$ cat config.mk
export PLATFORM = sky130hd
export DESIGN_NAME = bbs_seq
export DESIGN_NICKNAME = d
export VERILOG_FILES = /design/src/rtl/bbs_pkg.sv /design/src/rtl/bbs_timer.sv /design/src/rtl/bbs_apb.sv /design/src/rtl/bbs_seq.sv
export VERILOG_INCLUDE_DIRS = /design/src /design/src/rtl
export SDC_FILE = /design/constraint.sdc
export NUM_CORES = 1
export LEC_CHECK = 0
export BUFFER_PORTS_ARGS = -buffer_cell sky130_fd_sc_hd__buf_2
export CAP_MARGIN = 30
export CORE_UTILIZATION = 50
export DETAILED_ROUTE_END_ITERATION = 8
export GPL_TIMING_DRIVEN = 1
export PLACE_DENSITY = 0.75
export SLEW_MARGIN = 25
export SYNTH_ARGS = -nofsm -noshare
export SYNTH_HDL_FRONTEND = slang
export SYNTH_HIERARCHICAL = 1
export SYNTH_SLANG_ARGS = --single-unit
$ cat constraint.sdc
create_clock -name clk -period 4.5 [get_ports clk]
set_clock_uncertainty 0.1 [all_clocks]
set_input_delay 0.9 -clock clk [delete_from_list [all_inputs] [get_ports clk]]
set_output_delay 0.9 -clock clk [all_outputs]
set_load 0.005 [all_outputs]
$ cat src/rtl/bbs_cfg.svh
`ifndef BBS_CFG_SVH
`define BBS_CFG_SVH
`define BBS_CLK_HZ          40000000
`define BBS_BIAS_SETTLE_US  100
`define BBS_SEL_READ_US     450
`define BBS_TRANSITION_US   100
`define BBS_SS_TIMEOUT_US   4000
`define BBS_SWITCH_CURRENT_LIMIT_PERSIST_US 2000
`define BBS_US_CYCLES(us)   (((us) * (`BBS_CLK_HZ / 1000000)))
`define BBS_CNT_W           20
`define BBS_ADDR_CTRL       12'h000
`define BBS_ADDR_STATUS     12'h004
`define BBS_ADDR_FAULT      12'h008
`define BBS_CTRL_RESET      32'h0000_0000
`define BBS_CTRL_LIM_HI     0
`define BBS_CTRL_POK_OPT    1
`define BBS_FLT_THERM       0
`define BBS_FLT_SS          1
`define BBS_FLT_SWITCH_CURRENT_LIMIT        2
`define BBS_FLT_UV          3
`endif

$ cat src/rtl/bbs_pkg.sv
package bbs_pkg;
	typedef enum logic [2:0] {
		BBS_OFF,
		BBS_BIAS,
		BBS_SEL,
		BBS_SOFT,
		BBS_TRANS,
		BBS_RUN,
		BBS_LATCH
	} bbs_state_t;
endpackage

$ cat src/rtl/bbs_timer.sv
`timescale 1ns/1ps
`include "bbs_cfg.svh"
module bbs_timer #(
	parameter int W = `BBS_CNT_W
) (
	input  wire logic         clk,
	input  wire logic         nrst,
	input  wire logic         run,
	input  wire logic [W-1:0] limit,
	output logic              done
);
	logic [W-1:0] cnt_reg;
	logic [W-1:0] cnt_next;
	assign cnt_next = !run ? '0 : (cnt_reg == limit) ? cnt_reg : cnt_reg + 1'b1;
	assign done     = run && (cnt_reg == limit);
	always_ff @(posedge clk or negedge nrst) begin
		if (!nrst)
			cnt_reg <= '0;
		else
			cnt_reg <= cnt_next;
	end
endmodule // bbs_timer

$ cat src/rtl/bbs_apb.sv
`timescale 1ns/1ps
`include "bbs_cfg.svh"
module bbs_apb (
	input  wire logic        clk,
	input  wire logic        nrst,
	input  wire logic        psel,
	input  wire logic        penable,
	input  wire logic        pwrite,
	input  wire logic [11:0] paddr,
	input  wire logic [31:0] pwdata,
	output logic [31:0]      prdata,
	output logic             pready,
	output logic             pslverr,
	output logic [1:0]       ctrl,
	input  wire logic [2:0]  state_code,
	input  wire logic [3:0]  fault_cause
);
	logic [1:0]  ctrl_reg;
	logic [31:0] rdata_reg;
	wire         access = psel && penable;
	wire         hit_ctrl = paddr == `BBS_ADDR_CTRL;
	wire         hit_stat = paddr == `BBS_ADDR_STATUS;
	wire         hit_flt  = paddr == `BBS_ADDR_FAULT;
	wire         mapped   = hit_ctrl || hit_stat || hit_flt;
	wire [31:0]  rd_mux   = hit_ctrl ? {30'h0, ctrl_reg} :
	                        hit_stat ? {29'h0, state_code} :
	                        hit_flt  ? {28'h0, fault_cause} : 32'h0000_0000;
	// zero-wait slave; read data latched in setup cycle so it is stable in access
	assign pready  = 1'b1;
	assign pslverr = access && !mapped;
	assign prdata  = rdata_reg;
	assign ctrl    = ctrl_reg;
	always_ff @(posedge clk or negedge nrst) begin
		if (!nrst) begin
			ctrl_reg  <= 2'h0;
			rdata_reg <= 32'h0000_0000;
		end else begin
			if (psel && !penable)
				rdata_reg <= rd_mux;
			if (access && pwrite && hit_ctrl)
				ctrl_reg <= pwdata[1:0];
		end
	end
endmodule // bbs_apb

$ cat src/rtl/bbs_seq.sv
`timescale 1ns/1ps
`include "bbs_cfg.svh"
module bbs_seq #(
	parameter int BIAS_CYC  = `BBS_US_CYCLES(`BBS_BIAS_SETTLE_US),
	parameter int SEL_CYC   = `BBS_US_CYCLES(`BBS_SEL_READ_US),
	parameter int TRANS_CYC = `BBS_US_CYCLES(`BBS_TRANSITION_US),
	parameter int SS_CYC    = `BBS_US_CYCLES(`BBS_SS_TIMEOUT_US),
	parameter int SWITCH_CURRENT_LIMIT_CYC  = `BBS_US_CYCLES(`BBS_SWITCH_CURRENT_LIMIT_PERSIST_US)
) (
	input  wire logic        clk,
	input  wire logic        nrst,
	input  wire logic        enable,
	input  wire logic        temp_above_trip,
	input  wire logic        temp_below_release,
	input  wire logic        vin_above_rising,
	input  wire logic        vin_below_falling,
	input  wire logic        out_at_target,
	input  wire logic        out_above_90pct,
	input  wire logic        out_within_10pct,
	input  wire logic        peak_current_hit,
	input  wire logic        forced_fixed_frequency_mode,
	input  wire logic        psel,
	input  wire logic        penable,
	input  wire logic        pwrite,
	input  wire logic [11:0] paddr,
	input  wire logic [31:0] pwdata,
	output logic [31:0]      prdata,
	output logic             pready,
	output logic             pslverr,
	output logic             bias_on,
	output logic             sel_read_active,
	output logic             switching_on,
	output logic             switch_off_cycle,
	output logic             soft_limit,
	output logic             limit_high_level,
	output logic             fixed_frequency,
	output logic             discharge_on,
	output logic             power_good_output_o,
	output logic             power_good_output_oe
);
	bbs_pkg::bbs_state_t state_reg;
	bbs_pkg::bbs_state_t state_next;
	logic [3:0] fault_reg;
	logic [3:0] fault_next;
	logic       en_d_reg;
	logic       disch_reg;
	logic       fixed_reg;
	logic       pg_reg;
	logic [1:0] ctrl;

	wire bias_done;
	wire sel_done;
	wire trans_done;
	wire ss_expired;
	wire switch_current_limit_expired;

	wire active      = state_reg != bbs_pkg::BBS_OFF && state_reg != bbs_pkg::BBS_LATCH;
	wire switching   = state_reg == bbs_pkg::BBS_SOFT || state_reg == bbs_pkg::BBS_TRANS ||
	                   state_reg == bbs_pkg::BBS_RUN;
	wire in_soft     = state_reg == bbs_pkg::BBS_SOFT;
	// thermal: trip at upper point, stays latched until a fresh enable edge with the die below release point
	wire f_therm     = active && temp_above_trip;
	wire f_ss        = in_soft && ss_expired && !out_above_90pct;
	wire f_switch_current_limit      = switching && switch_current_limit_expired;
	wire f_uv        = active && vin_below_falling;
	wire any_fault   = f_therm || f_ss || f_switch_current_limit || f_uv;
	wire rise_en     = enable && !en_d_reg;
	// restart: fresh enable edge, die not above trip and below release point, supply above rising threshold
	wire can_start   = rise_en && vin_above_rising && !temp_above_trip && temp_below_release;

	always_comb begin
		state_next = state_reg;
		fault_next = fault_reg;
		unique case (state_reg)
			bbs_pkg::BBS_OFF:
				if (can_start) begin
					state_next = bbs_pkg::BBS_BIAS;
					fault_next = 4'h0;
				end
			bbs_pkg::BBS_BIAS:
				if (bias_done)
					state_next = bbs_pkg::BBS_SEL;
			bbs_pkg::BBS_SEL:
				if (sel_done)
					state_next = bbs_pkg::BBS_SOFT;
			bbs_pkg::BBS_SOFT:
				if (out_at_target)
					state_next = bbs_pkg::BBS_TRANS;
			bbs_pkg::BBS_TRANS:
				if (trans_done)
					state_next = bbs_pkg::BBS_RUN;
			bbs_pkg::BBS_RUN:
				state_next = bbs_pkg::BBS_RUN;
			bbs_pkg::BBS_LATCH:
				if (can_start) begin
					state_next = bbs_pkg::BBS_BIAS;
					fault_next = 4'h0;
				end
		endcase
		if (any_fault) begin
			state_next = bbs_pkg::BBS_LATCH;
			fault_next = {f_uv, f_switch_current_limit, f_ss, f_therm};
		end else if (active && !enable) begin
			state_next = bbs_pkg::BBS_OFF;
		end
	end

	// timers all on clk and cleared whenever their state is left
	bbs_timer #(.W(`BBS_CNT_W)) u_bias (
		.clk   (clk),
		.nrst  (nrst),
		.run   (state_reg == bbs_pkg::BBS_BIAS),
		.limit (`BBS_CNT_W'(BIAS_CYC - 1)),
		.done  (bias_done)
	);
	bbs_timer #(.W(`BBS_CNT_W)) u_sel (
		.clk   (clk),
		.nrst  (nrst),
		.run   (state_reg == bbs_pkg::BBS_SEL),
		.limit (`BBS_CNT_W'(SEL_CYC - 1)),
		.done  (sel_done)
	);
	bbs_timer #(.W(`BBS_CNT_W)) u_ss (
		.clk   (clk),
		.nrst  (nrst),
		.run   (in_soft),
		.limit (`BBS_CNT_W'(SS_CYC - 1)),
		.done  (ss_expired)
	);
	bbs_timer #(.W(`BBS_CNT_W)) u_trans (
		.clk   (clk),
		.nrst  (nrst),
		.run   (state_reg == bbs_pkg::BBS_TRANS),
		.limit (`BBS_CNT_W'(TRANS_CYC - 1)),
		.done  (trans_done)
	);
	// any cycle without a limit hit restarts the window, so short overloads recover
	bbs_timer #(.W(`BBS_CNT_W)) u_switch_current_limit (
		.clk   (clk),
		.nrst  (nrst),
		.run   (switching && peak_current_hit),
		.limit (`BBS_CNT_W'(SWITCH_CURRENT_LIMIT_CYC - 1)),
		.done  (switch_current_limit_expired)
	);

	bbs_apb u_apb (
		.clk         (clk),
		.nrst        (nrst),
		.psel        (psel),
		.penable     (penable),
		.pwrite      (pwrite),
		.paddr       (paddr),
		.pwdata      (pwdata),
		.prdata      (prdata),
		.pready      (pready),
		.pslverr     (pslverr),
		.ctrl        (ctrl),
		.state_code  (state_reg),
		.fault_cause (fault_reg)
	);

	always_ff @(posedge clk or negedge nrst) begin
		if (!nrst) begin
			state_reg <= bbs_pkg::BBS_OFF;
			fault_reg <= 4'h0;
			en_d_reg  <= 1'b0;
			disch_reg <= 1'b0;
			fixed_reg <= 1'b0;
			pg_reg    <= 1'b0;
		end else begin
			state_reg <= state_next;
			fault_reg <= fault_next;
			en_d_reg  <= enable;
			// one cycle after switching stops, so the switches are open first
			disch_reg <= !active && !switching_on;
			// soft start always fixed; run follows the pin with the power-good option off, skip otherwise
			fixed_reg <= in_soft || (state_next == bbs_pkg::BBS_SOFT) ||
			             (!ctrl[`BBS_CTRL_POK_OPT] && forced_fixed_frequency_mode && switching);
			pg_reg    <= ctrl[`BBS_CTRL_POK_OPT] && switching && out_within_10pct;
		end
	end

	assign bias_on          = active;
	assign sel_read_active  = state_reg == bbs_pkg::BBS_SEL;
	assign switching_on     = switching;
	assign soft_limit       = in_soft;
	assign limit_high_level = ctrl[`BBS_CTRL_LIM_HI];
	assign switch_off_cycle = switching && peak_current_hit;
	assign fixed_frequency  = fixed_reg;
	assign discharge_on     = disch_reg;
	assign power_good_output_o  = 1'b0;
	assign power_good_output_oe = pg_reg;
endmodule // bbs_seq

==> impl_metrics.env, run 1 <==
export IMPL_outcome="finished, final reports clean"
export IMPL_arrival_ps=3340
export IMPL_clk_path_buf_depth=2
export IMPL_power_density_mw_per_mm2=295
export IMPL_synthArstFlopShare_pct=100
export IMPL_post_drt_wl_per_cell_um=15.8
export IMPL_area_delta_synth_final_pct=10.4
export IMPL_htree_levels=4
export IMPL_worstMarginPinSlew_ps=834
export IMPL_dr_wl_met2_um=10400
export IMPL_grt_usage_pct=23.6
export IMPL_whs_ps=303
export IMPL_rsz0062_at_grt="false"
export IMPL_fin_tns_setup_ps=0
export IMPL_routed_wl_um=22500
export IMPL_critPathLaunchType="flip-flop"
export IMPL_avgViaCountPerCell=6.00
export IMPL_gp_congestion=0.850
export IMPL_finalSetupViolations=0
export IMPL_boundaryPins=103
export IMPL_grt_max_degree=49
export IMPL_cts_resized=0
export IMPL_final_common_cell="nand2_1"
export IMPL_syn_area_per_cell_um2=8.57
export IMPL_cts_tree="yes"
export IMPL_numCtsBuffers=17
export IMPL_ant_nets=0
export IMPL_drv_slew=0
export IMPL_grt_pass1_vias=7768
export IMPL_met3_length_um=1300
export IMPL_syn_area_mm2=0.00943
export IMPL_ir_drop_mv=0.238
export IMPL_final_cell_mix="149 x nand2_1, 130 x conb_1, 117 x dfrtp_1"
export IMPL_worstSkewPairLatency_ps=420
export IMPL_ys_flop_type="dfrtp_1"
export IMPL_initial_utilization_pct=51.8
export IMPL_slew_headroom_pct=44.3
export IMPL_die_area_mm2=0.0194
export IMPL_yosys_cell_types_count=70
export IMPL_hold_violations=0
export IMPL_post_route_drc_count=0
export IMPL_antenna_found_initial=2
export IMPL_crit_path_end_kind="flip-flop"
export IMPL_gr_total_overflow=0
export IMPL_route_top_layer_used="met5"
export IMPL_max_freq_mhz=318
export IMPL_synth_cells=1100
export IMPL_worst_setup_path_type="flip-flop to flip-flop"
export IMPL_required_ps=4700
export IMPL_p_leak_nw=4.46
export IMPL_ys_ff_latch=117
export IMPL_min_period_ps=3140
export IMPL_ys_seq_area_share_pct=31.1
export IMPL_num_vias=8544
export IMPL_r2r_end="fixed_frequency"
export IMPL_layout_drive_gt1_share_pct=11.2
export IMPL_dp_final_hpwl_um=15000
export IMPL_drtIter0Drc=726
export IMPL_rows=49
export IMPL_synth_enable_flop_cells=0
export IMPL_maxCapViolCount=0
export IMPL_critical_path_max_fanout=31
export IMPL_core_mm2=0.0182
export IMPL_fp_dieH_um=139
export IMPL_grt_pass1_wl_um=37700
export IMPL_postCtsSetupBuffers=0
export IMPL_synth_warnings=6
export IMPL_cts_sinks=117
export IMPL_fin_crit_sh_pct=69.8
export IMPL_reg2reg_from="state_reg[2]"
export IMPL_met1_length_um=10500
export IMPL_fp_dieW_um=139
export IMPL_portBuffers=42
export IMPL_rr_worst_depth=11
export IMPL_hold_class="input port to async pin"
export IMPL_fin_util_pct=57.2
export IMPL_cts_root_buf="clkbuf_16"
export IMPL_final_nets=1246
export IMPL_rrSetupSlack_ps=1360
export IMPL_first_pass_iters=8
export IMPL_power_mw=3.07
export IMPL_path_clk_slew_ps=50
export IMPL_cts_hold_fix_buffers=0
-- area by class of cell --
class / count / area [um2]
multi-input combinational: 973 / 6210
clock buffer: 21 / 460
inverter: 22 / 82.6
fill: 1628 / 7800
antenna: 1 / 2.50
timing repair buffer: 51 / 313
clock inverter: 10 / 130
tap: 229 / 287
sequential: 117 / 2930
-- metal layers --
metal	track usage [%]	up-vias
li1	-	4171
met1	31.7	4069
met2	37.8	272
met3	5.37	30
met4	7.31	2
met5	0	-
-- cell usage after synthesis, types with 7 or more instances --
library cell  instances  share of area [%]
nor3b_1              11               0.88
nand2b_1             12               0.80
a2bb2oi_1             7               0.65
a41oi_1              35                3.3
nor4_1               25                1.7
a2111o_1             15                1.8
nand3_2               7               0.74
xor2_1               65                6.0
o311ai_1             30                2.8
nand2_1             149                5.9
buf_2                40                2.1
nor4_2                8                1.1
o21ai_1              22                1.2
dfrtp_1             117                 31
nand3_1              67                3.6
xnor2_1              35                3.3
nand4_2              10                1.3
o31ai_1              16                1.3
and3_1               21                1.4
nand4_1              41                2.7
a31oi_1              13               0.86
a21oi_1              62                3.3
nor3_1               30                1.6
clkbuf_1             25                1.0
nor2_1               35                1.4
buf_4                31                2.5
nor4_4               10                2.3
and4_1               20                1.9
buf_6                11                1.3
inv_1                21               0.84
-- stage by stage --
stage	cells	cell area (um2)	setup slack, ps
2_1_floorplan	1226	9900	2010
3_5_place_dp	1392	9820	1370
3_3_place_gp	1391	9790	1470
6_report	1424	10400	1360
4_1_cts	1423	10400	1360
5_1_grt	1423	10400	1090
-- how the worst max path moves through the flow --
stage / to / start
floorplan: pslverr / paddr[1]
global placement: fixed_frequency / state_reg[2]
detailed placement: fixed_frequency / state_reg[2]
CTS: fixed_frequency / state_reg[2]
global route: fault_reg[0] / state_reg[2]
finish: fixed_frequency / state_reg[2]
-- critical path, cell delays in order (launching register included) --
cell and delay (ps):
dfrtp_1 550, nand3b_1 340, nand2_1 300, and2_1 190
buf_4 300, inv_1 70, buf_4 210, nor3_1 370
nor2_1 150, o221a_4 290, nand3_2 70, o31ai_2 60
-- report_power, final --
part	internal [mW]	switching, mW	leakage, nW
combinational	0.188	0.354	2.55
clock	0.890	0.478	0.288
sequential	1.09	0.0730	1.62
-- cells by family (layout without fill, tap and decap cells) --
logic type,Yosys count,in the layout,synth area share (%)
simple gates,488,488,31.0
compound gates,247,247,19.3
buf+inv,136,104,8.11
flops,117,117,31.1
xor+xnor,101,101,9.46
fa+ha+maj,5,5,0.664
other cells,4,131,0.159
mux,2,2,0.239
Note: power is estimated with default switching activity, not from simulation.
==> run 2: changes to the inputs <==
PLACE_DENSITY = 0.77   (was 0.75)
clock period = 2.6 ns   (was 4.5 ns; I/O delays follow)
==> run 2 against run 1 <==
Compared with the run above: via count grew 2.9%; largest power group unchanged; die area did not move; critical path depth fell by 6.
==> impl_metrics.env, run 2 (synthesis results as in run 1) <==
export IMPL_grt_pass1_wl_um=39500
export IMPL_fillers=1590
export IMPL_rsz0062_at_grt="false"
export IMPL_avgViaCountPerCell=6.01
export IMPL_power_mw=5.50
export IMPL_dp_cells=1429
export IMPL_min_period_ps=2430
export IMPL_initial_utilization_pct=51.8
export IMPL_crit_path_end_kind="output port"
export IMPL_worst_setup_path_type="flip-flop to output port"
export IMPL_grt_max_degree=36
export IMPL_cts_tree="yes"
export IMPL_p_clk_share_pct=45.1
export IMPL_gp_congestion=0.843
export IMPL_boundaryPins=103
export IMPL_layout_drive_gt1_share_pct=14.6
export IMPL_hold_class="input port to flip-flop"
export IMPL_outcome="finished, final reports clean"
export IMPL_worstMarginPinSlew_ps=518
export IMPL_drtIter0Drc=680
export IMPL_fin_tns_setup_ps=0
export IMPL_p_sw_mw=1.65
export IMPL_comb_power_share_pct=19.0
export IMPL_p_seq_share_pct=35.9
export IMPL_power_density_mw_per_mm2=512
export IMPL_design_area_mm2=0.0108
export IMPL_htree_levels=4
export IMPL_final_nets=1286
export IMPL_rows=49
export IMPL_grt_pass1_vias=8080
export IMPL_cts_root_buf="clkbuf_16"
export IMPL_fin_util_pct=59.1
export IMPL_required_ps=1980
export IMPL_whs_ps=193
export IMPL_drv_slew=0
export IMPL_slew_headroom_pct=65.1
export IMPL_core_mm2=0.0182
export IMPL_final_cells=1464
export IMPL_area_delta_synth_final_pct=14.1
export IMPL_gr_total_overflow=0
export IMPL_final_common_cell="nand2_1"
export IMPL_ant_nets=0
export IMPL_post_drt_wl_per_cell_um=16.2
export IMPL_dp_final_hpwl_um=16300
export IMPL_critical_path_max_fanout=31
export IMPL_antenna_found_initial=0
export IMPL_die_area_mm2=0.0194
export IMPL_final_cell_mix="148 x nand2_1, 130 x conb_1, 117 x dfrtp_1"
export IMPL_clk_path_buf_depth=2
export IMPL_arrival_ps=1810
export IMPL_setup_ws_ps=168
export IMPL_max_freq_mhz=411
export IMPL_num_vias=8792
export IMPL_numCtsBuffers=17
export IMPL_maxCapViolCount=0
export IMPL_ir_drop_mv=0.540
export IMPL_switching_share_pct=30.1
export IMPL_grt_usage_pct=24.9
export IMPL_routed_wl_um=23700
export IMPL_antenna_cells=0
export IMPL_hold_violations=0
export IMPL_path_clk_slew_ps=60
export IMPL_worstSkewPairLatency_ps=420
export IMPL_post_route_drc_count=0
export IMPL_critPathLaunchType="flip-flop"
export IMPL_cts_sinks=117
export IMPL_p_leak_nw=4.67
export IMPL_first_pass_iters=5
export IMPL_placed_cell_area_mm2=0.0101
export IMPL_fin_crit_sh_pct=93.5
export IMPL_fp_dieH_um=139
export IMPL_cell_internal_pwr_mw=3.85
export IMPL_fp_dieW_um=139
export IMPL_place_ws_ps=249
export IMPL_finalSetupViolations=0
export IMPL_portBuffers=42
-- run 2: cell types whose count changed in the layout (fill, tap and decap cells not counted), sizes merged --
| cell | change |
|---|---|
| bufinv | +1 |
| diode | -1 |
| clkinv | +4 |
| buf | +39 |
| clkbuf | -4 |
| dlygate4sd3 | +1 |
-- run 2: per-layer routing --
layer	global-route usage, %	routed length [um]	vias up
met5	0	0	-
met4	9.01	418	0
met3	4.06	1310	27
met2	40.4	11300	270
met1	33.4	10700	4259
li1	-	-	4236
-- run 2: layout make-up --
| class | count | area (um2) | share of cell area [%] |
|---|---|---|---|
| multi-input combinational | 973 | 6230 | 57.9 |
| sequential | 117 | 2930 | 27.2 |
| timing repair buffer | 91 | 616 | 5.72 |
| clock buffer | 17 | 425 | 3.96 |
| tap | 229 | 287 | 2.66 |
| clock inverter | 15 | 188 | 1.75 |
| inverter | 22 | 82.6 | 0.768 |
-- run 2: power groups by stage --
stage          clock (mW)  sequential, mW  combinational, mW
2_1_floorplan           0            1.99              0.735
3_3_place_gp            0            2.00              0.991
3_5_place_dp            0            2.01               1.01
4_1_cts              2.52            1.98               1.03
5_1_grt              2.61            1.99               1.15
6_report             2.48            1.98               1.04
-- run 2: worst max-delay path, cell delays in order, from the launching register on --
cell and delay, ps:
dfrtp_1 410, nand3b_1 220, nand2_2 190, and2_1 200, buf_8 220, buf_2 150
-- run 2: repair_timing --
item	in CTS	in global routing
setup buffers	0	2
endpoints found under the hold margin	24	0
hold buffers	1	0
resized for setup	2	4
endpoints found under the setup margin	1	2
-- run 2: path summary, 6_finish.rpt --
check | cells after the start | to | start | slack [ps]
setup / recovery | 5 | switch_off_cycle | state_reg[2] | 170
hold / removal | 1 | en_d_reg | enable | 190
setup reg to reg | 9 | fixed_frequency | u_switch_current_limit/cnt_reg[15] | 240
hold reg to reg | 1 | fault_reg[0] | fault_reg[0] | 420
max in group asynchronous | 3 | u_trans/cnt_reg[3] | nrst | 1330
min in group asynchronous | 2 | u_bias/cnt_reg[0] | nrst | 480
==> run 3: changes to the inputs <==
RECOVER_POWER = 50   (was unset)
==> run 3 against run 2 <==
Compared with the run above: the flow now finishes with violations (max-capacitance violations, max-slew violations); first-iteration DRC count increased by 0.59%; die area unchanged; sequential share of layout area barely moved; combinational power barely moved; register-to-register slack hardly changed; total power about the same; global-route usage did not move; hold slack better by 20 ps; maximum frequency decreased by 3.8%; routed wire length grew 0.28%; clock-buffer cell count did not move; sequential power barely moved.
==> impl_metrics.env, run 3 (synthesis results as in run 1) <==
export IMPL_outcome="complete, but fails checks"
export IMPL_violations="max-capacitance violations, max-slew violations"
export IMPL_hold_class="input port to flip-flop"
export IMPL_critical_path_max_fanout=31
export IMPL_finalSetupViolations=0
export IMPL_fin_tns_setup_ps=0
export IMPL_p_seq_share_pct=35.9
export IMPL_worst_setup_path_type="flip-flop to output port"
export IMPL_htree_levels=4
export IMPL_min_from="pwdata[1]"
export IMPL_boundaryPins=103
export IMPL_fillers=1592
export IMPL_portBuffers=42
export IMPL_worstSkewPairLatency_ps=430
export IMPL_maxCapViolCount=1
export IMPL_switching_share_pct=30.1
export IMPL_worstMarginPinSlew_ps=1750
export IMPL_p_leak_nw=4.66
export IMPL_ir_drop_mv=0.540
export IMPL_grt_max_degree=36
export IMPL_antenna_cells=0
export IMPL_fp_dieW_um=139
export IMPL_grt_usage_pct=24.9
export IMPL_slowest_delay_ps=410
export IMPL_area_delta_synth_final_pct=13.9
export IMPL_cp_startpoint="state_reg[2]"
export IMPL_critPathLaunchType="flip-flop"
export IMPL_core_mm2=0.0182
export IMPL_cp_top_family="simple AND/OR/NAND/NOR gates"
export IMPL_dp_final_hpwl_um=16300
export IMPL_max_freq_mhz=395
export IMPL_final_common_cell="nand2_1"
export IMPL_layout_drive_gt1_share_pct=14.3
export IMPL_num_vias=8772
export IMPL_arrival_ps=1910
export IMPL_rows=49
export IMPL_cell_internal_pwr_mw=3.85
export IMPL_path_clk_slew_ps=60
export IMPL_p_sw_mw=1.66
export IMPL_gp_congestion=0.843
export IMPL_die_area_mm2=0.0194
export IMPL_avgViaCountPerCell=5.99
export IMPL_fin_crit_sh_pct=97.3
export IMPL_fin_util_pct=59.0
export IMPL_drtIter0Drc=684
export IMPL_numCtsBuffers=17
export IMPL_ant_nets=0
export IMPL_power_density_mw_per_mm2=513
export IMPL_reg2reg_from="u_switch_current_limit/cnt_reg[15]"
export IMPL_crit_path_end_kind="output port"
export IMPL_antenna_found_initial=0
export IMPL_first_pass_iters=5
export IMPL_comb_power_share_pct=19.0
export IMPL_fp_dieH_um=139
export IMPL_min_period_ps=2530
export IMPL_post_drt_wl_per_cell_um=16.2
export IMPL_p_clk_share_pct=45.1
export IMPL_initial_utilization_pct=51.8
export IMPL_cp_cell_sequence="nand3b_1 -> nand2_1 -> and2_1 -> buf_8 -> buf_2"
export IMPL_critPathBufInv=2
export IMPL_cts_tree="yes"
export IMPL_grt_pass1_wl_um=39500
export IMPL_drv_slew=27
export IMPL_final_nets=1286
export IMPL_rsz0062_at_grt="false"
export IMPL_post_route_drc_count=0
export IMPL_grt_pass1_vias=8080
export IMPL_cts_root_buf="clkbuf_16"
export IMPL_critPathSlowestCell="dfrtp_1"
export IMPL_hold_violations=0
export IMPL_clk_path_buf_depth=2
export IMPL_gr_total_overflow=0
export IMPL_slew_headroom_pct=-16.8
export IMPL_routed_wl_um=23700
export IMPL_cts_sinks=117
export IMPL_final_cell_mix="149 x nand2_1, 130 x conb_1, 117 x dfrtp_1"
export IMPL_required_ps=1980
-- run 3: cell count changes in the layout (fill, tap and decap cells not counted) --
cell,before,now
buf_4,46,45
nand2_1,148,149
nor4_2,10,9
nor4_1,23,24
clkbuf_1,0,2
buf_2,41,40
nand2_2,2,1
-- run 3: power groups by stage --
stage          Sequential, mW  Clock, mW  Combinational, mW
5_1_grt                  1.99       2.61               1.15
6_report                 1.98       2.48               1.05
3_3_place_gp             2.00          0              0.991
2_1_floorplan            1.99          0              0.735
4_1_cts                  1.98       2.52               1.03
3_5_place_dp             2.01          0               1.01
-- run 3: final timing paths --
check                           slack, ps  cells past startpoint            endpoint
max in group asynchronous             330                      3  u_trans/cnt_reg[3]
worst min register to register        410                      1        fault_reg[1]
worst max register to register        240                      9     fixed_frequency
min in group asynchronous            1000                      2   u_bias/cnt_reg[0]
worst min-delay path                  210                      2       u_apb/ctrl[1]
worst max-delay path                   70                      5    switch_off_cycle
-- run 3: final cells by class --
type	instances	area [um2]	area share, %
Inverter	22	82.6	0.769
Clock buffer	17	425	3.96
Sequential cell	117	2930	27.3
Timing Repair Buffer	91	611	5.69
Clock inverter	15	188	1.75
Multi-Input combinational cell	973	6220	57.9
Tap cell	229	287	2.67
-- run 3: metal layers --
metal  vias up  track usage (%)  wire, um
li1       4232                -         -
met1      4243             33.4     10700
met2       270             40.4     11300
met3        27             4.06      1340
met4         0             9.01       415
met5         -                0         0
-- run 3: timing repair --
action | in CTS | in global routing
endpoints found under the hold margin | 24 | 0
resized for setup | 2 | 4
setup endpoints to repair | 1 | 2
hold buffers | 1 | 0
cloned | 0 | 0
buffers inserted | 0 | 2
-- run 3: through the flow --
step	hold slack, ps	instances	cell area [um2]	total power, mW	setup WS [ps]
after floorplan	124	1226	9900	2.72	131
after global placement	382	1429	10100	3.00	236
after detailed placement	390	1429	10100	3.02	249
after CTS	177	1462	10700	5.52	57.1
after global routing	219	1464	10700	5.74	31.0
final	213	1464	10700	5.50	71.3
